$ cat config.mk
export PLATFORM = sky130hd
export DESIGN_NAME = mil_irq_top
export DESIGN_NICKNAME = d
export VERILOG_FILES = /design/src/shared/mil_pkg.sv /design/src/hw/mil_phase_gen.sv /design/src/hw/mil_edge_det.sv /design/src/hw/mil_irq_top.sv
export VERILOG_INCLUDE_DIRS = /design/src /design/src/shared
export SDC_FILE = /design/constraint.sdc
export NUM_CORES = 1
export LEC_CHECK = 0
export BUFFER_PORTS_ARGS = -buffer_cell sky130_fd_sc_hd__buf_2
export CORE_ASPECT_RATIO = 1.1
export CORE_UTILIZATION = 35
export DETAILED_ROUTE_END_ITERATION = 16
export PLACE_DENSITY = 0.59
export SYNTH_ARGS = -nofsm -noshare
export SYNTH_HDL_FRONTEND = slang
export SYNTH_HIERARCHICAL = 1
export SYNTH_SLANG_ARGS = --single-unit
export TNS_END_PERCENT = 10
$ cat constraint.sdc
create_clock -name clk -period 1.9 [get_ports clk]
set_input_delay 0.095 -clock clk [delete_from_list [all_inputs] [get_ports clk]]
set_output_delay 0.095 -clock clk [all_outputs]
set_load 0.02 [all_outputs]
$ cat src/shared/mil_defs.svh
// Purpose: named offsets, bit positions, reset values and timing counts of the interrupt logic
// Assumes: included by bare name from the package and design files
// Notes:   register offsets are word indexes; byte address is four times the index
`ifndef MIL_DEFS_SVH
`define MIL_DEFS_SVH

// ----------------------------------------------------------------------
// register indexes
// ----------------------------------------------------------------------
`define MIL_IDX_IRQ_CONTROL    8'h0b
`define MIL_IDX_PERIPH_FLAG    8'h0c
`define MIL_IDX_PERIPH_ENABLE  8'h8c
`define MIL_IDX_PRESCALE_CFG   8'h81
`define MIL_IDX_PIN_MASK       8'h96
`define MIL_IDX_CORE_STATUS    8'h10

// ----------------------------------------------------------------------
// field positions
// ----------------------------------------------------------------------
`define MIL_BIT_PORT_FLAG      0
`define MIL_BIT_EXT_FLAG       1
`define MIL_BIT_T0_FLAG        2
`define MIL_BIT_PORT_EN        3
`define MIL_BIT_EXT_EN         4
`define MIL_BIT_T0_EN          5
`define MIL_BIT_PERIPH_GROUP   6
`define MIL_BIT_GLOBAL_EN      7
`define MIL_BIT_EDGE_POL       6
`define MIL_BIT_T1_WRAP        0
`define MIL_BIT_CMP            3
`define MIL_BIT_ADC_DONE       6
`define MIL_BIT_EE_WRITE       7

// ----------------------------------------------------------------------
// reset values, masks and constants
// ----------------------------------------------------------------------
`define MIL_RST_IRQ_CONTROL    8'h00
`define MIL_RST_PERIPH         8'h00
`define MIL_RST_PRESCALE_CFG   8'hff
`define MIL_RST_PIN_MASK       8'h00
`define MIL_PERIPH_MASK        8'hc9
`define MIL_IRQ_VECTOR         13'h0004
`define MIL_T0_TOP             8'hff
`define MIL_T0_ZERO            8'h00
`define MIL_Q_PER_TCY          4
`define MIL_DUMMY_TCY          2

`endif

$ cat src/shared/mil_pkg.sv
// Purpose: types shared by the interrupt logic modules
// Assumes: mil_defs.svh holds the register, field, reset and timing numbers
// Notes:   one-hot codes are written out
`include "mil_defs.svh"

package mil_pkg;

  typedef enum logic [3:0]
  {
    MIL_Q1 = 4'h1,
    MIL_Q2 = 4'h2,
    MIL_Q3 = 4'h4,
    MIL_Q4 = 4'h8
  } mil_qphase_t;

  typedef enum logic [1:0]
  {
    MIL_DISP_IDLE = 2'h1,
    MIL_DISP_WAIT = 2'h2
  } mil_disp_t;

endpackage

$ cat src/hw/mil_phase_gen.sv
// Purpose: four Q phases of the instruction cycle, one clock each
// Assumes: single clock, phases advance every clock
// Notes:   q1_pulse marks the first clock of each instruction cycle
`timescale 1ns/1ps

module mil_phase_gen
(
  input  wire logic               clk,      // system clock
  input  wire logic               arst_n,   // async reset, active low
  output mil_pkg::mil_qphase_t    q_phase,  // current phase, one-hot
  output logic                    q1_pulse  // high during Q1
);
  import mil_pkg::*;

  mil_qphase_t phase_reg;

  always_ff @(posedge clk or negedge arst_n)
  begin
    if (!arst_n)
      phase_reg <= MIL_Q1;
    else
    begin
      case (phase_reg)
        MIL_Q1:  phase_reg <= MIL_Q2;
        MIL_Q2:  phase_reg <= MIL_Q3;
        MIL_Q3:  phase_reg <= MIL_Q4;
        MIL_Q4:  phase_reg <= MIL_Q1;
        default: phase_reg <= MIL_Q1;
      endcase
    end
  end

  assign q_phase  = phase_reg;
  assign q1_pulse = (phase_reg == MIL_Q1);

endmodule

$ cat src/hw/mil_edge_det.sv
// Purpose: per-bit rising and falling edge detection
// Assumes: inputs synchronous to clk
// Notes:   no edge is reported until one sample has been taken after reset
`timescale 1ns/1ps

module mil_edge_det #(
  parameter int W = 1
)
(
  input  wire logic         clk,     // system clock
  input  wire logic         arst_n,  // async reset, active low
  input  wire logic [W-1:0] din,     // sampled inputs
  output logic      [W-1:0] rise,    // rising edge pulse per bit
  output logic      [W-1:0] fall     // falling edge pulse per bit
);
  logic [W-1:0] prev_reg;
  logic         primed_reg;

  // a pin already high at release must not read as a rise against the cleared sample
  always_ff @(posedge clk or negedge arst_n)
  begin
    if (!arst_n)
      primed_reg <= 1'b0;
    else
      primed_reg <= 1'b1;
  end

  genvar i;
  generate
    for (i = 0; i < W; i++)
    begin : g_bit
      always_ff @(posedge clk or negedge arst_n)
      begin
        if (!arst_n)
          prev_reg[i] <= 1'b0;
        else
          prev_reg[i] <= din[i];
      end
      assign rise[i] = primed_reg & din[i] & ~prev_reg[i];
      assign fall[i] = primed_reg & ~din[i] & prev_reg[i];
    end
  endgenerate

endmodule

$ cat src/hw/mil_irq_top.sv
// Purpose: interrupt flags, enables and vectoring of a small 8-bit controller
// Assumes: Avalon-MM slave with waitrequest, byte addresses = 4 * register index
// Notes:   one clock per Q phase; four clocks make one instruction cycle
// How it works
// - external pin edge chosen by polarity bit
// - qualifying edge sets external pin flag
// - external pin enable masks its request
// - enabled pin event wakes; global enable decides branching
// - timer0 FF to 00 wrap sets flag
// - timer0 wrap enable gates its request
// - masked port pin change sets flag, enable gates
// - change during port read may be missed
// - conversion done sets flag, enable gates
// - pending request sampled once per cycle in Q1
// - external flag sets during Q4 through Q1
// - latency three to four instruction cycles
// - only the return address is saved
// - service clears global enable, pushes, vectors 0004h
// - global enable gates all; reset clears it
// - flags set regardless of any enable
// - return instruction sets global enable again
`timescale 1ns/1ps
`include "mil_defs.svh"

module mil_irq_top #(
  parameter int PINS = 6
)
(
  input  wire logic              clk,              // system clock, 20 MHz
  input  wire logic              arst_n,           // async reset, active low
  input  wire logic [9:0]        avs_address,      // byte address
  input  wire logic              avs_read,         // read strobe
  input  wire logic              avs_write,        // write strobe
  input  wire logic [31:0]       avs_writedata,    // write data
  input  wire logic [3:0]        avs_byteenable,   // byte lanes
  output logic      [31:0]       avs_readdata,     // read data
  output logic                   avs_waitrequest,  // stall
  input  wire logic              ext_irq_pin,      // external interrupt pin
  input  wire logic [7:0]        timer0_count,     // timer0 count value
  input  wire logic [PINS-1:0]   port_pins,        // port input levels
  input  wire logic              port_read,        // core reads the port
  input  wire logic              conv_done,        // a/d conversion done pulse
  input  wire logic              eeprom_done,      // eeprom write done pulse
  input  wire logic              cmp_change,       // comparator output change pulse
  input  wire logic              timer1_wrap,      // timer1 wrap pulse
  input  wire logic              ret_from_irq,     // return_from_irq_instr executes
  input  wire logic              sleeping,         // core is asleep
  output mil_pkg::mil_qphase_t   q_phase,          // current Q phase
  output logic                   irq_take,         // push pc and load vector
  output logic      [12:0]       irq_vector,       // vector address
  output logic                   wake              // wake core from sleep
);
  import mil_pkg::*;

  // ----------------------------------------------------------------------
  // registers and phase
  // ----------------------------------------------------------------------
  logic [7:0]      irq_control_reg;
  logic [7:0]      peripheral_flag_reg;
  logic [7:0]      peripheral_enable_reg;
  logic [7:0]      prescale_cfg_reg;
  logic [PINS-1:0] per_pin_change_mask_reg;
  logic [PINS-1:0] port_latch_reg;
  logic            ext_pend_reg;
  logic [7:0]      t0_prev_reg;
  logic            ack_reg;
  logic [31:0]     rdata_reg;
  mil_disp_t       disp_reg;
  logic [3:0]      wait_cnt_reg;
  logic            take_reg;
  logic            q1_pulse;
  logic            ext_rise;
  logic            ext_fall;

  mil_phase_gen u_phase
  (
    .clk      (clk),
    .arst_n   (arst_n),
    .q_phase  (q_phase),
    .q1_pulse (q1_pulse)
  );

  mil_edge_det #(.W(1)) u_ext_edge
  (
    .clk    (clk),
    .arst_n (arst_n),
    .din    (ext_irq_pin),
    .rise   (ext_rise),
    .fall   (ext_fall)
  );

  // ----------------------------------------------------------------------
  // bus decode: one wait cycle, then data stands while waitrequest is low
  // ----------------------------------------------------------------------
  logic [7:0] idx;
  logic       wr_go;
  logic       hit_ctrl;
  logic       hit_pflag;
  logic       hit_pen;
  logic       hit_cfg;
  logic       hit_mask;

  assign idx             = avs_address[9:2];
  assign avs_waitrequest = (avs_read | avs_write) & ~ack_reg;
  assign wr_go           = avs_write & ack_reg & avs_byteenable[0];
  assign hit_ctrl        = wr_go && (idx == `MIL_IDX_IRQ_CONTROL);
  assign hit_pflag       = wr_go && (idx == `MIL_IDX_PERIPH_FLAG);
  assign hit_pen         = wr_go && (idx == `MIL_IDX_PERIPH_ENABLE);
  assign hit_cfg         = wr_go && (idx == `MIL_IDX_PRESCALE_CFG);
  assign hit_mask        = wr_go && (idx == `MIL_IDX_PIN_MASK);
  assign avs_readdata    = rdata_reg;

  always_ff @(posedge clk or negedge arst_n)
  begin
    if (!arst_n)
      ack_reg <= 1'b0;
    else
      ack_reg <= (avs_read | avs_write) & ~ack_reg;
  end

  always_ff @(posedge clk or negedge arst_n)
  begin
    if (!arst_n)
      rdata_reg <= 32'h0000_0000;
    else if (avs_read && !ack_reg)
    begin
      case (idx)
        `MIL_IDX_IRQ_CONTROL:   rdata_reg <= {24'h00_0000, irq_control_reg};
        `MIL_IDX_PERIPH_FLAG:   rdata_reg <= {24'h00_0000, peripheral_flag_reg};
        `MIL_IDX_PERIPH_ENABLE: rdata_reg <= {24'h00_0000, peripheral_enable_reg};
        `MIL_IDX_PRESCALE_CFG:  rdata_reg <= {24'h00_0000, prescale_cfg_reg};
        `MIL_IDX_PIN_MASK:      rdata_reg <= {{(32-PINS){1'b0}}, per_pin_change_mask_reg};
        `MIL_IDX_CORE_STATUS:   rdata_reg <= {30'h0000_0000, disp_reg == MIL_DISP_WAIT, wake};
        default:                rdata_reg <= 32'h0000_0000;
      endcase
    end
  end

  // ----------------------------------------------------------------------
  // configuration registers
  // ----------------------------------------------------------------------
  always_ff @(posedge clk or negedge arst_n)
  begin
    if (!arst_n)
      prescale_cfg_reg <= `MIL_RST_PRESCALE_CFG;
    else if (hit_cfg)
      prescale_cfg_reg <= avs_writedata[7:0];
  end

  always_ff @(posedge clk or negedge arst_n)
  begin
    if (!arst_n)
      per_pin_change_mask_reg <= PINS'(`MIL_RST_PIN_MASK);
    else if (hit_mask)
      per_pin_change_mask_reg <= avs_writedata[PINS-1:0];
  end

  always_ff @(posedge clk or negedge arst_n)
  begin
    if (!arst_n)
      peripheral_enable_reg <= `MIL_RST_PERIPH;
    else if (hit_pen)
      peripheral_enable_reg <= avs_writedata[7:0] & `MIL_PERIPH_MASK;
  end

  // ----------------------------------------------------------------------
  // event detection
  // ----------------------------------------------------------------------
  logic ext_hit;
  logic ext_apply;
  logic t0_wrap;
  logic port_change;

  assign ext_hit   = prescale_cfg_reg[`MIL_BIT_EDGE_POL] ? ext_rise : ext_fall;
  // an edge seen in Q2/Q3 is held so the flag only moves in Q4..Q1
  assign ext_apply = (ext_hit | ext_pend_reg) && (q_phase == MIL_Q4 || q_phase == MIL_Q1);
  assign t0_wrap   = (t0_prev_reg == `MIL_T0_TOP) && (timer0_count == `MIL_T0_ZERO);
  assign port_change = |((port_pins ^ port_latch_reg) & per_pin_change_mask_reg);

  always_ff @(posedge clk or negedge arst_n)
  begin
    if (!arst_n)
      ext_pend_reg <= 1'b0;
    else if (ext_apply)
      ext_pend_reg <= 1'b0;
    else if (ext_hit)
      ext_pend_reg <= 1'b1;
  end

  always_ff @(posedge clk or negedge arst_n)
  begin
    if (!arst_n)
      t0_prev_reg <= `MIL_T0_ZERO;
    else
      t0_prev_reg <= timer0_count;
  end

  // a port read refreshes the reference; a change racing the read is lost
  always_ff @(posedge clk or negedge arst_n)
  begin
    if (!arst_n)
      port_latch_reg <= '0;
    else if (port_read)
      port_latch_reg <= port_pins;
  end

  // ----------------------------------------------------------------------
  // flag and enable registers; hardware set wins over software clear
  // ----------------------------------------------------------------------
  logic [7:0] ctrl_next;
  logic [7:0] pflag_next;

  always_comb
  begin
    ctrl_next = hit_ctrl ? avs_writedata[7:0] : irq_control_reg;
    if (ext_apply)
      ctrl_next[`MIL_BIT_EXT_FLAG] = 1'b1;
    if (t0_wrap)
      ctrl_next[`MIL_BIT_T0_FLAG] = 1'b1;
    if (port_change && !port_read)
      ctrl_next[`MIL_BIT_PORT_FLAG] = 1'b1;
    if (take_reg)
      ctrl_next[`MIL_BIT_GLOBAL_EN] = 1'b0;
    if (ret_from_irq)
      ctrl_next[`MIL_BIT_GLOBAL_EN] = 1'b1;
  end

  always_ff @(posedge clk or negedge arst_n)
  begin
    if (!arst_n)
      irq_control_reg <= `MIL_RST_IRQ_CONTROL;
    else
      irq_control_reg <= ctrl_next;
  end

  always_comb
  begin
    pflag_next = hit_pflag ? (avs_writedata[7:0] & `MIL_PERIPH_MASK) : peripheral_flag_reg;
    if (conv_done)
      pflag_next[`MIL_BIT_ADC_DONE] = 1'b1;
    if (eeprom_done)
      pflag_next[`MIL_BIT_EE_WRITE] = 1'b1;
    if (cmp_change)
      pflag_next[`MIL_BIT_CMP] = 1'b1;
    if (timer1_wrap)
      pflag_next[`MIL_BIT_T1_WRAP] = 1'b1;
  end

  always_ff @(posedge clk or negedge arst_n)
  begin
    if (!arst_n)
      peripheral_flag_reg <= `MIL_RST_PERIPH;
    else
      peripheral_flag_reg <= pflag_next;
  end

  // ----------------------------------------------------------------------
  // request gating
  // ----------------------------------------------------------------------
  logic ext_req;
  logic t0_req;
  logic port_req;
  logic periph_req;
  logic any_req;
  logic pending;

  assign ext_req    = irq_control_reg[`MIL_BIT_EXT_FLAG] & irq_control_reg[`MIL_BIT_EXT_EN];
  assign t0_req     = irq_control_reg[`MIL_BIT_T0_FLAG] & irq_control_reg[`MIL_BIT_T0_EN];
  assign port_req   = irq_control_reg[`MIL_BIT_PORT_FLAG] & irq_control_reg[`MIL_BIT_PORT_EN];
  assign periph_req = |(peripheral_flag_reg & peripheral_enable_reg)
                      & irq_control_reg[`MIL_BIT_PERIPH_GROUP];
  assign any_req    = ext_req | t0_req | port_req | periph_req;
  assign pending    = any_req & irq_control_reg[`MIL_BIT_GLOBAL_EN];
  // wake ignores the global enable; the core branches only if it is set
  assign wake       = sleeping & any_req;

  // ----------------------------------------------------------------------
  // dispatch: sample in Q1, two dummy cycles, then vector
  // ----------------------------------------------------------------------
  always_ff @(posedge clk or negedge arst_n)
  begin
    if (!arst_n)
    begin
      disp_reg     <= MIL_DISP_IDLE;
      wait_cnt_reg <= 4'h0;
    end
    else
    begin
      case (disp_reg)
        MIL_DISP_IDLE:
        begin
          if (q1_pulse && pending && !sleeping)
          begin
            disp_reg     <= MIL_DISP_WAIT;
            wait_cnt_reg <= 4'((`MIL_DUMMY_TCY * `MIL_Q_PER_TCY) - 1);
          end
        end
        MIL_DISP_WAIT:
        begin
          if (wait_cnt_reg == 4'h0)
            disp_reg <= MIL_DISP_IDLE;
          else
            wait_cnt_reg <= wait_cnt_reg - 4'h1;
        end
        default: disp_reg <= MIL_DISP_IDLE;
      endcase
    end
  end

  always_ff @(posedge clk or negedge arst_n)
  begin
    if (!arst_n)
      take_reg <= 1'b0;
    else
      take_reg <= (disp_reg == MIL_DISP_WAIT) && (wait_cnt_reg == 4'h1);
  end

  // the core pushes only its return pc on this pulse; no other state is saved
  assign irq_take   = take_reg;
  assign irq_vector = `MIL_IRQ_VECTOR;
endmodule

-- After elaboration in Yosys (flattened, before gate mapping)
Index checks and enable logic that the tools add are counted.
- flip-flop bits (word level): 91
- input bits: 72
- output and inout bits: 52
- add/sub/neg operators: 1
- equality and inequality tests: 17
- muxes and demuxes: 22
- bitwise logic cells: 24
- reductions and logical operators: 32
- operators by type and width (cell ; number):
    $pmux W8 S6 ; 1
    $eq A8 B8 Y1 const B ; 4
    $reduce_bool A2 Y1 ; 9
    $eq A8 B4 Y1 const B ; 2
    $mux W8 ; 2
    $and A1 B1 Y1 ; 13
    $logic_and A1 B1 Y1 ; 12
    $mux W1 ; 12
    $pmux W4 S3 ; 1
    $and A8 B8 Y8 ; 1
    $eq A4 B1 Y1 const B ; 2
    $eq A8 B5 Y1 const B ; 1
    $logic_not A8 Y1 ; 1
    $mux W4 ; 2
    $pmux W4 S2 ; 1
    $reduce_or A8 Y1 ; 1
    $and A6 B6 Y6 ; 1
    $ne A2 B2 Y1 const B ; 3
    $reduce_or A6 Y1 ; 1
    $xor A6 B6 Y6 ; 1
    $or A1 B1 Y1 ; 5
    $eq A4 B2 Y1 const B ; 1
    $eq A4 B3 Y1 const B ; 1
    $eq A4 B4 Y1 const B ; 1
    12 further kinds ; 17

-- Depth between registers and ports, before layout
- word-level depth: 9
- gate-level depth with buffers: 7
- depth with buffers taken out: 6

-- Hierarchy
The synthesis kept the hierarchy.
- modules (own cells, without submodules) (module ; times used ; cells each ; area an instance (µm²) ; seq. area each (µm²)):
    mil_irq_top ; 1 ; 267 ; 3181.8 ; 1537.7
    mil_phase_gen ; 1 ; 11 ; 152.6 ; 101.3
    mil_edge_det ; 1 ; 5 ; 71.3 ; 50.0

-- Worst setup path after synthesis
No wires, ideal clock.
- kind: reg-to-reg
- start: register u_phase.phase_reg[0], in the netlist u_phase/q_phase[0]
- end: register wait_cnt_reg[3]
- setup time: 0.121 ns
- data arrival time: 1.487 ns
- slack: 0.292 ns
- cell stages (with the launch flop): 6
- cell sequence: dfstp_2 nor4b_1 nand4b_1 nor2_1 a21oi_1 a22o_1
- longest elaborated chain between the ends: 5
- RTL lines (what ; line ; text):
    start: declaration ; mil_phase_gen.sv:15 ; mil_qphase_t phase_reg;
    start signal: assignment ; mil_phase_gen.sv:20 ; phase_reg <= MIL_Q1;
    start signal: assignment ; mil_phase_gen.sv:24 ; MIL_Q1: phase_reg <= MIL_Q2;
    start signal: assignment ; mil_phase_gen.sv:25 ; MIL_Q2: phase_reg <= MIL_Q3;
    $eq A4 B1 Y1 ; mil_phase_gen.sv:34 ; assign q1_pulse = (phase_reg == MIL_Q1);
    named net q1_pulse ; mil_irq_top.sv:71 ; logic q1_pulse;
    $logic_and A1 B1 Y1 (2 in a row) ; mil_irq_top.sv:292 ; if (q1_pulse && pending && !sleeping)
    $ne A2 B2 Y1 (no source line) ; -- ;
    $reduce_and A3 Y1 (no source line) ; -- ;
    end signal: assignment ; mil_irq_top.sv:295 ; wait_cnt_reg <= 4'((`MIL_DUMMY_TCY * `MIL_Q_PER_TCY) - 1);
    end signal: assignment ; mil_irq_top.sv:303 ; wait_cnt_reg <= wait_cnt_reg - 4'h1;
    end: declaration ; mil_irq_top.sv:69 ; logic [3:0] wait_cnt_reg;
The timed path passes the listed nets, and every way through them passes these cells.
A chain may end at the register's enable or synchronous reset.

-- Final worst setup path
- start: register peripheral_enable_reg[3]
- end: output port wake
- longest elaborated chain between the ends: 5
- RTL lines (what ; line ; text):
    start: declaration ; mil_irq_top.sv:60 ; logic [7:0] peripheral_enable_reg;
    start signal: assignment ; mil_irq_top.sv:161 ; peripheral_enable_reg <= `MIL_RST_PERIPH;
    start signal: assignment ; mil_irq_top.sv:163 ; peripheral_enable_reg <= avs_writedata[7:0] & `MIL_PERIPH_MASK;
    $and A8 B8 Y8 ; mil_irq_top.sv:270 ; assign periph_req = |(peripheral_flag_reg & peripheral_enable_reg)
    $reduce_or A8 Y1 ; mil_irq_top.sv:270 ;
    $and A1 B1 Y1 ; mil_irq_top.sv:270 ;
    $or A1 B1 Y1 ; mil_irq_top.sv:272 ; assign any_req = ext_req | t0_req | port_req | periph_req;
    $and A1 B1 Y1 ; mil_irq_top.sv:275 ; assign wake = sleeping & any_req;
    end: declaration ; mil_irq_top.sv:51 ; output logic wake
No other way between the ends.

==> run_results.csv <==
group,metric,value,unit
outcome,status,"finished clean",
cts,clock_path_buffers,2,
place,numPortBuffers,57,
critical_path,critPathArrivalTime,1.71,ns
routing,drc,0,
worst_hold_path,hp-class,"primary input to flop",
place,placedCellCount,458,
power_and_ir_drop,power_per_cell_area,725,nW/um^2
run,max_cap_viol_count,0,
place,dpl.hpwl,5040,um
synth,netlist_area,3410,sq um
cts,cts_tree,"yes",
floorplan,ios,124,
global_routing,grt_pass1_wl,11200,um
timing,timing_hold_violations_final,0,
power_and_ir_drop,leakagePower,1.98,nW
routing,routed_wl,6970,um
routing,wl_per_cell,14.2,um
routing,postRouteAntennaNets,0,
cts,clk_latency,0.34,ns
global_routing,overflow,0,
timing,rsz0062_at_grt,"false",
floorplan,initial_core_util,36.2,%
global_routing,grt_start_max_net_pins,68,
power_and_ir_drop,ir_drop,0.491,mV
global_routing,first_global_vias,2227,
finish,nets,443,
routing,drt_iter0_markers,190,
global_routing,grtUsageTotal,14.9,%
timing,clock.fmax,555,MHz
timing,period_needed,1.80,ns
place,globalplace.congestion,0.756,
timing,max_slew_margin,58.6,%
power_and_ir_drop,p_sw_share,26.4,%
critical_path,critical_path_class,"flop to output port",
floorplan,fp.dieW,96.1,um
synth,synth_top_cell_by_area,"dfrtp_1",
critical_path,crit_fanout,3,
synth,synth-edff-count,0,
synth,async_reset_ff_share,100,%
power_and_ir_drop,p_clk_share,35.0,%
timing,finalSetupViolCount,0,
critical_path,worstPathRequired,1.80,ns
synth,synth.most_common_cell,"dfrtp_1",
synth,yosysTopAreaCellShare,41.9,%
power_and_ir_drop,pwr-share-seq,52.0,%
synth,seq_area_frac_synth,49.6,%
cts,cts_sinks,67,
power_and_ir_drop,power_switching,0.781,mW
timing,min_period_over_period,94.8,%
synth,synth_top_cells_by_count,"dfrtp_1 (57), buf_4 (39), mux2_4 (18)",
critical_path,end_kind,"output port",
floorplan,die-area,10100,sq um
timing,setup_tns,0,ns
finish,drive_gt1_share,34.0,%
cts,cts_root_buf,"clkbuf_8",
floorplan,row_count,37,
floorplan,die_h,105,um
synth,ys_top_cells_by_area,"dfrtp_1 (42%), buf_4 (8.6%), mux2_4 (7.9%)",
synth,synthCells,283,
synth,ys_types,54,
routing,via_count,2343,
timing,tightest_slew,0.621,ns
cts,numCtsBuffers,9,
synth,ys_seq_elements,67,
power_and_ir_drop,power_frac_comb,13.0,%
routing,avgViaCountPerCell,4.78,
cts,htree_levels,3,
timing,drv_slew,0,
routing,drtPass1Iterations,4,
cts,clk_pin_slew,0.07,ns
finish,diodes,0,
power_and_ir_drop,power.total,2.96,mW
synth,synthFlopType,"dfrtp_1",
floorplan,core_area,9400,sq um
synth,synthesis.yosys.warnings,6,
global_routing,antenna_found_initial,0,
finish,synthToLayoutAreaGrowth,20.0,%
synth,avgSynthCellArea,12.0,sq um
timing,finalClockSkew,0.00647,ns
finish,fin_cells,490,
power_and_ir_drop,p_int,2.18,mW
critical_path,cp-start-kind,"flop",
-- cell families (layout without fill, tap and decap cells) --
group	Yosys count	after routing	synth area share (%)
compound gates	44	44	9.63
xor+xnor	10	10	2.57
fa+ha+maj	2	2	0.735
buf+inv	51	106	10.8
flops	67	67	49.6
mux	37	37	13.9
other cells	3	38	0.331
simple gates	69	69	12.4
-- metrics by stage --
step           cell area (sq um)  hold slack (ns)  setup slack (ns)  utilization, %
6_report                    4090           0.0111            0.0993            43.5
5_1_grt                     4090          0.00300           0.00378            43.5
4_1_cts                     4070          0.00196            0.0315            43.3
3_5_place_dp                3730            0.140             0.160            39.7
3_3_place_gp                3730            0.140             0.159            39.7
2_1_floorplan               3540           -0.201             0.292               -
-- per-layer routing --
| metal | routed length, um | global-route usage [%] |
|---|---|---|
| met4 | 106 | 5.12 |
| met2 | 3420 | 23.8 |
| met3 | 326 | 3.82 |
| met1 | 3110 | 19.4 |
| met5 | 0 | 0 |
-- power by group through the flow --
stage          Combinational [mW]  Sequential, mW  Clock (mW)
2_1_floorplan               0.235            1.58           0
3_3_place_gp                0.357            1.57           0
3_5_place_dp                0.362            1.57           0
4_1_cts                     0.389            1.54        1.07
5_1_grt                     0.430            1.55        1.13
6_report                    0.385            1.54        1.04
-- final timing paths --
path	startpoint	endpoint	slack (ns)	cells past startpoint
max	peripheral_enable_reg[3]$_DFFE_PN0P_	wake	0.1	6
min	port_pins[0]	port_latch_reg[0]$_DFFE_PN0P_	0.01	2
max reg2reg	u_phase/q_phase[0]$_DFF_PN1_	wait_cnt_reg[3]$_DFFE_PN0P_	0.17	5
min reg2reg	irq_take$_DFF_PN0_	irq_control_reg[7]$_DFFE_PN0P_	0.45	1
max in group asynchronous	arst_n	prescale_cfg_reg[4]$_DFFE_PN1P_	1.27	3
min in group asynchronous	arst_n	u_ext_edge/primed_reg$_DFF_PN0_	0.29	3
-- placed cells by master, fill, tap and decap left out, types with 4 or more instances in the layout --
cell type	netlist	layout
buf_2	1	56
xor2_1	8	8
mux2i_1	8	8
nor2b_1	8	8
dlygate4sd3_1	0	16
mux2_2	11	11
mux2_4	18	18
conb_1	3	38
a211o_1	4	4
dfstp_2	10	10
clkbuf_8	0	11
and3_1	5	5
a22o_1	4	4
a21oi_1	7	6
a22oi_1	5	5
nand2_1	10	10
buf_4	39	10
nor2_1	14	14
dfrtp_1	57	57
inv_1	5	5
nand4_1	4	4
-- what timing repair did --
item                                    in CTS  in global routing
gates resized for setup                      0                  4
hold endpoints to repair                    72                  0
setup buffers                                0                  1
endpoints found under the setup margin       0                  1
hold buffers                                16                  0
-- area by class of cell --
type | count | area, sq um
clock inverter | 2 | 12.5
tap | 117 | 146
clock buffer | 13 | 159
sequential | 67 | 1690
timing repair buffer | 86 | 578
multi-input combinational | 200 | 1480
inverter | 5 | 18.8
fill | 898 | 5310
-- worst max-delay path, cell delays in order, from the launching register on --
cell and delay (ns):
dfrtp_1 0.39, a22o_1 0.23, o21ai_0 0.19, nand2_1 0.13, buf_6 0.14, and2_1 0.15
buf_6 0.13
Power figures use the tool's default switching activity.
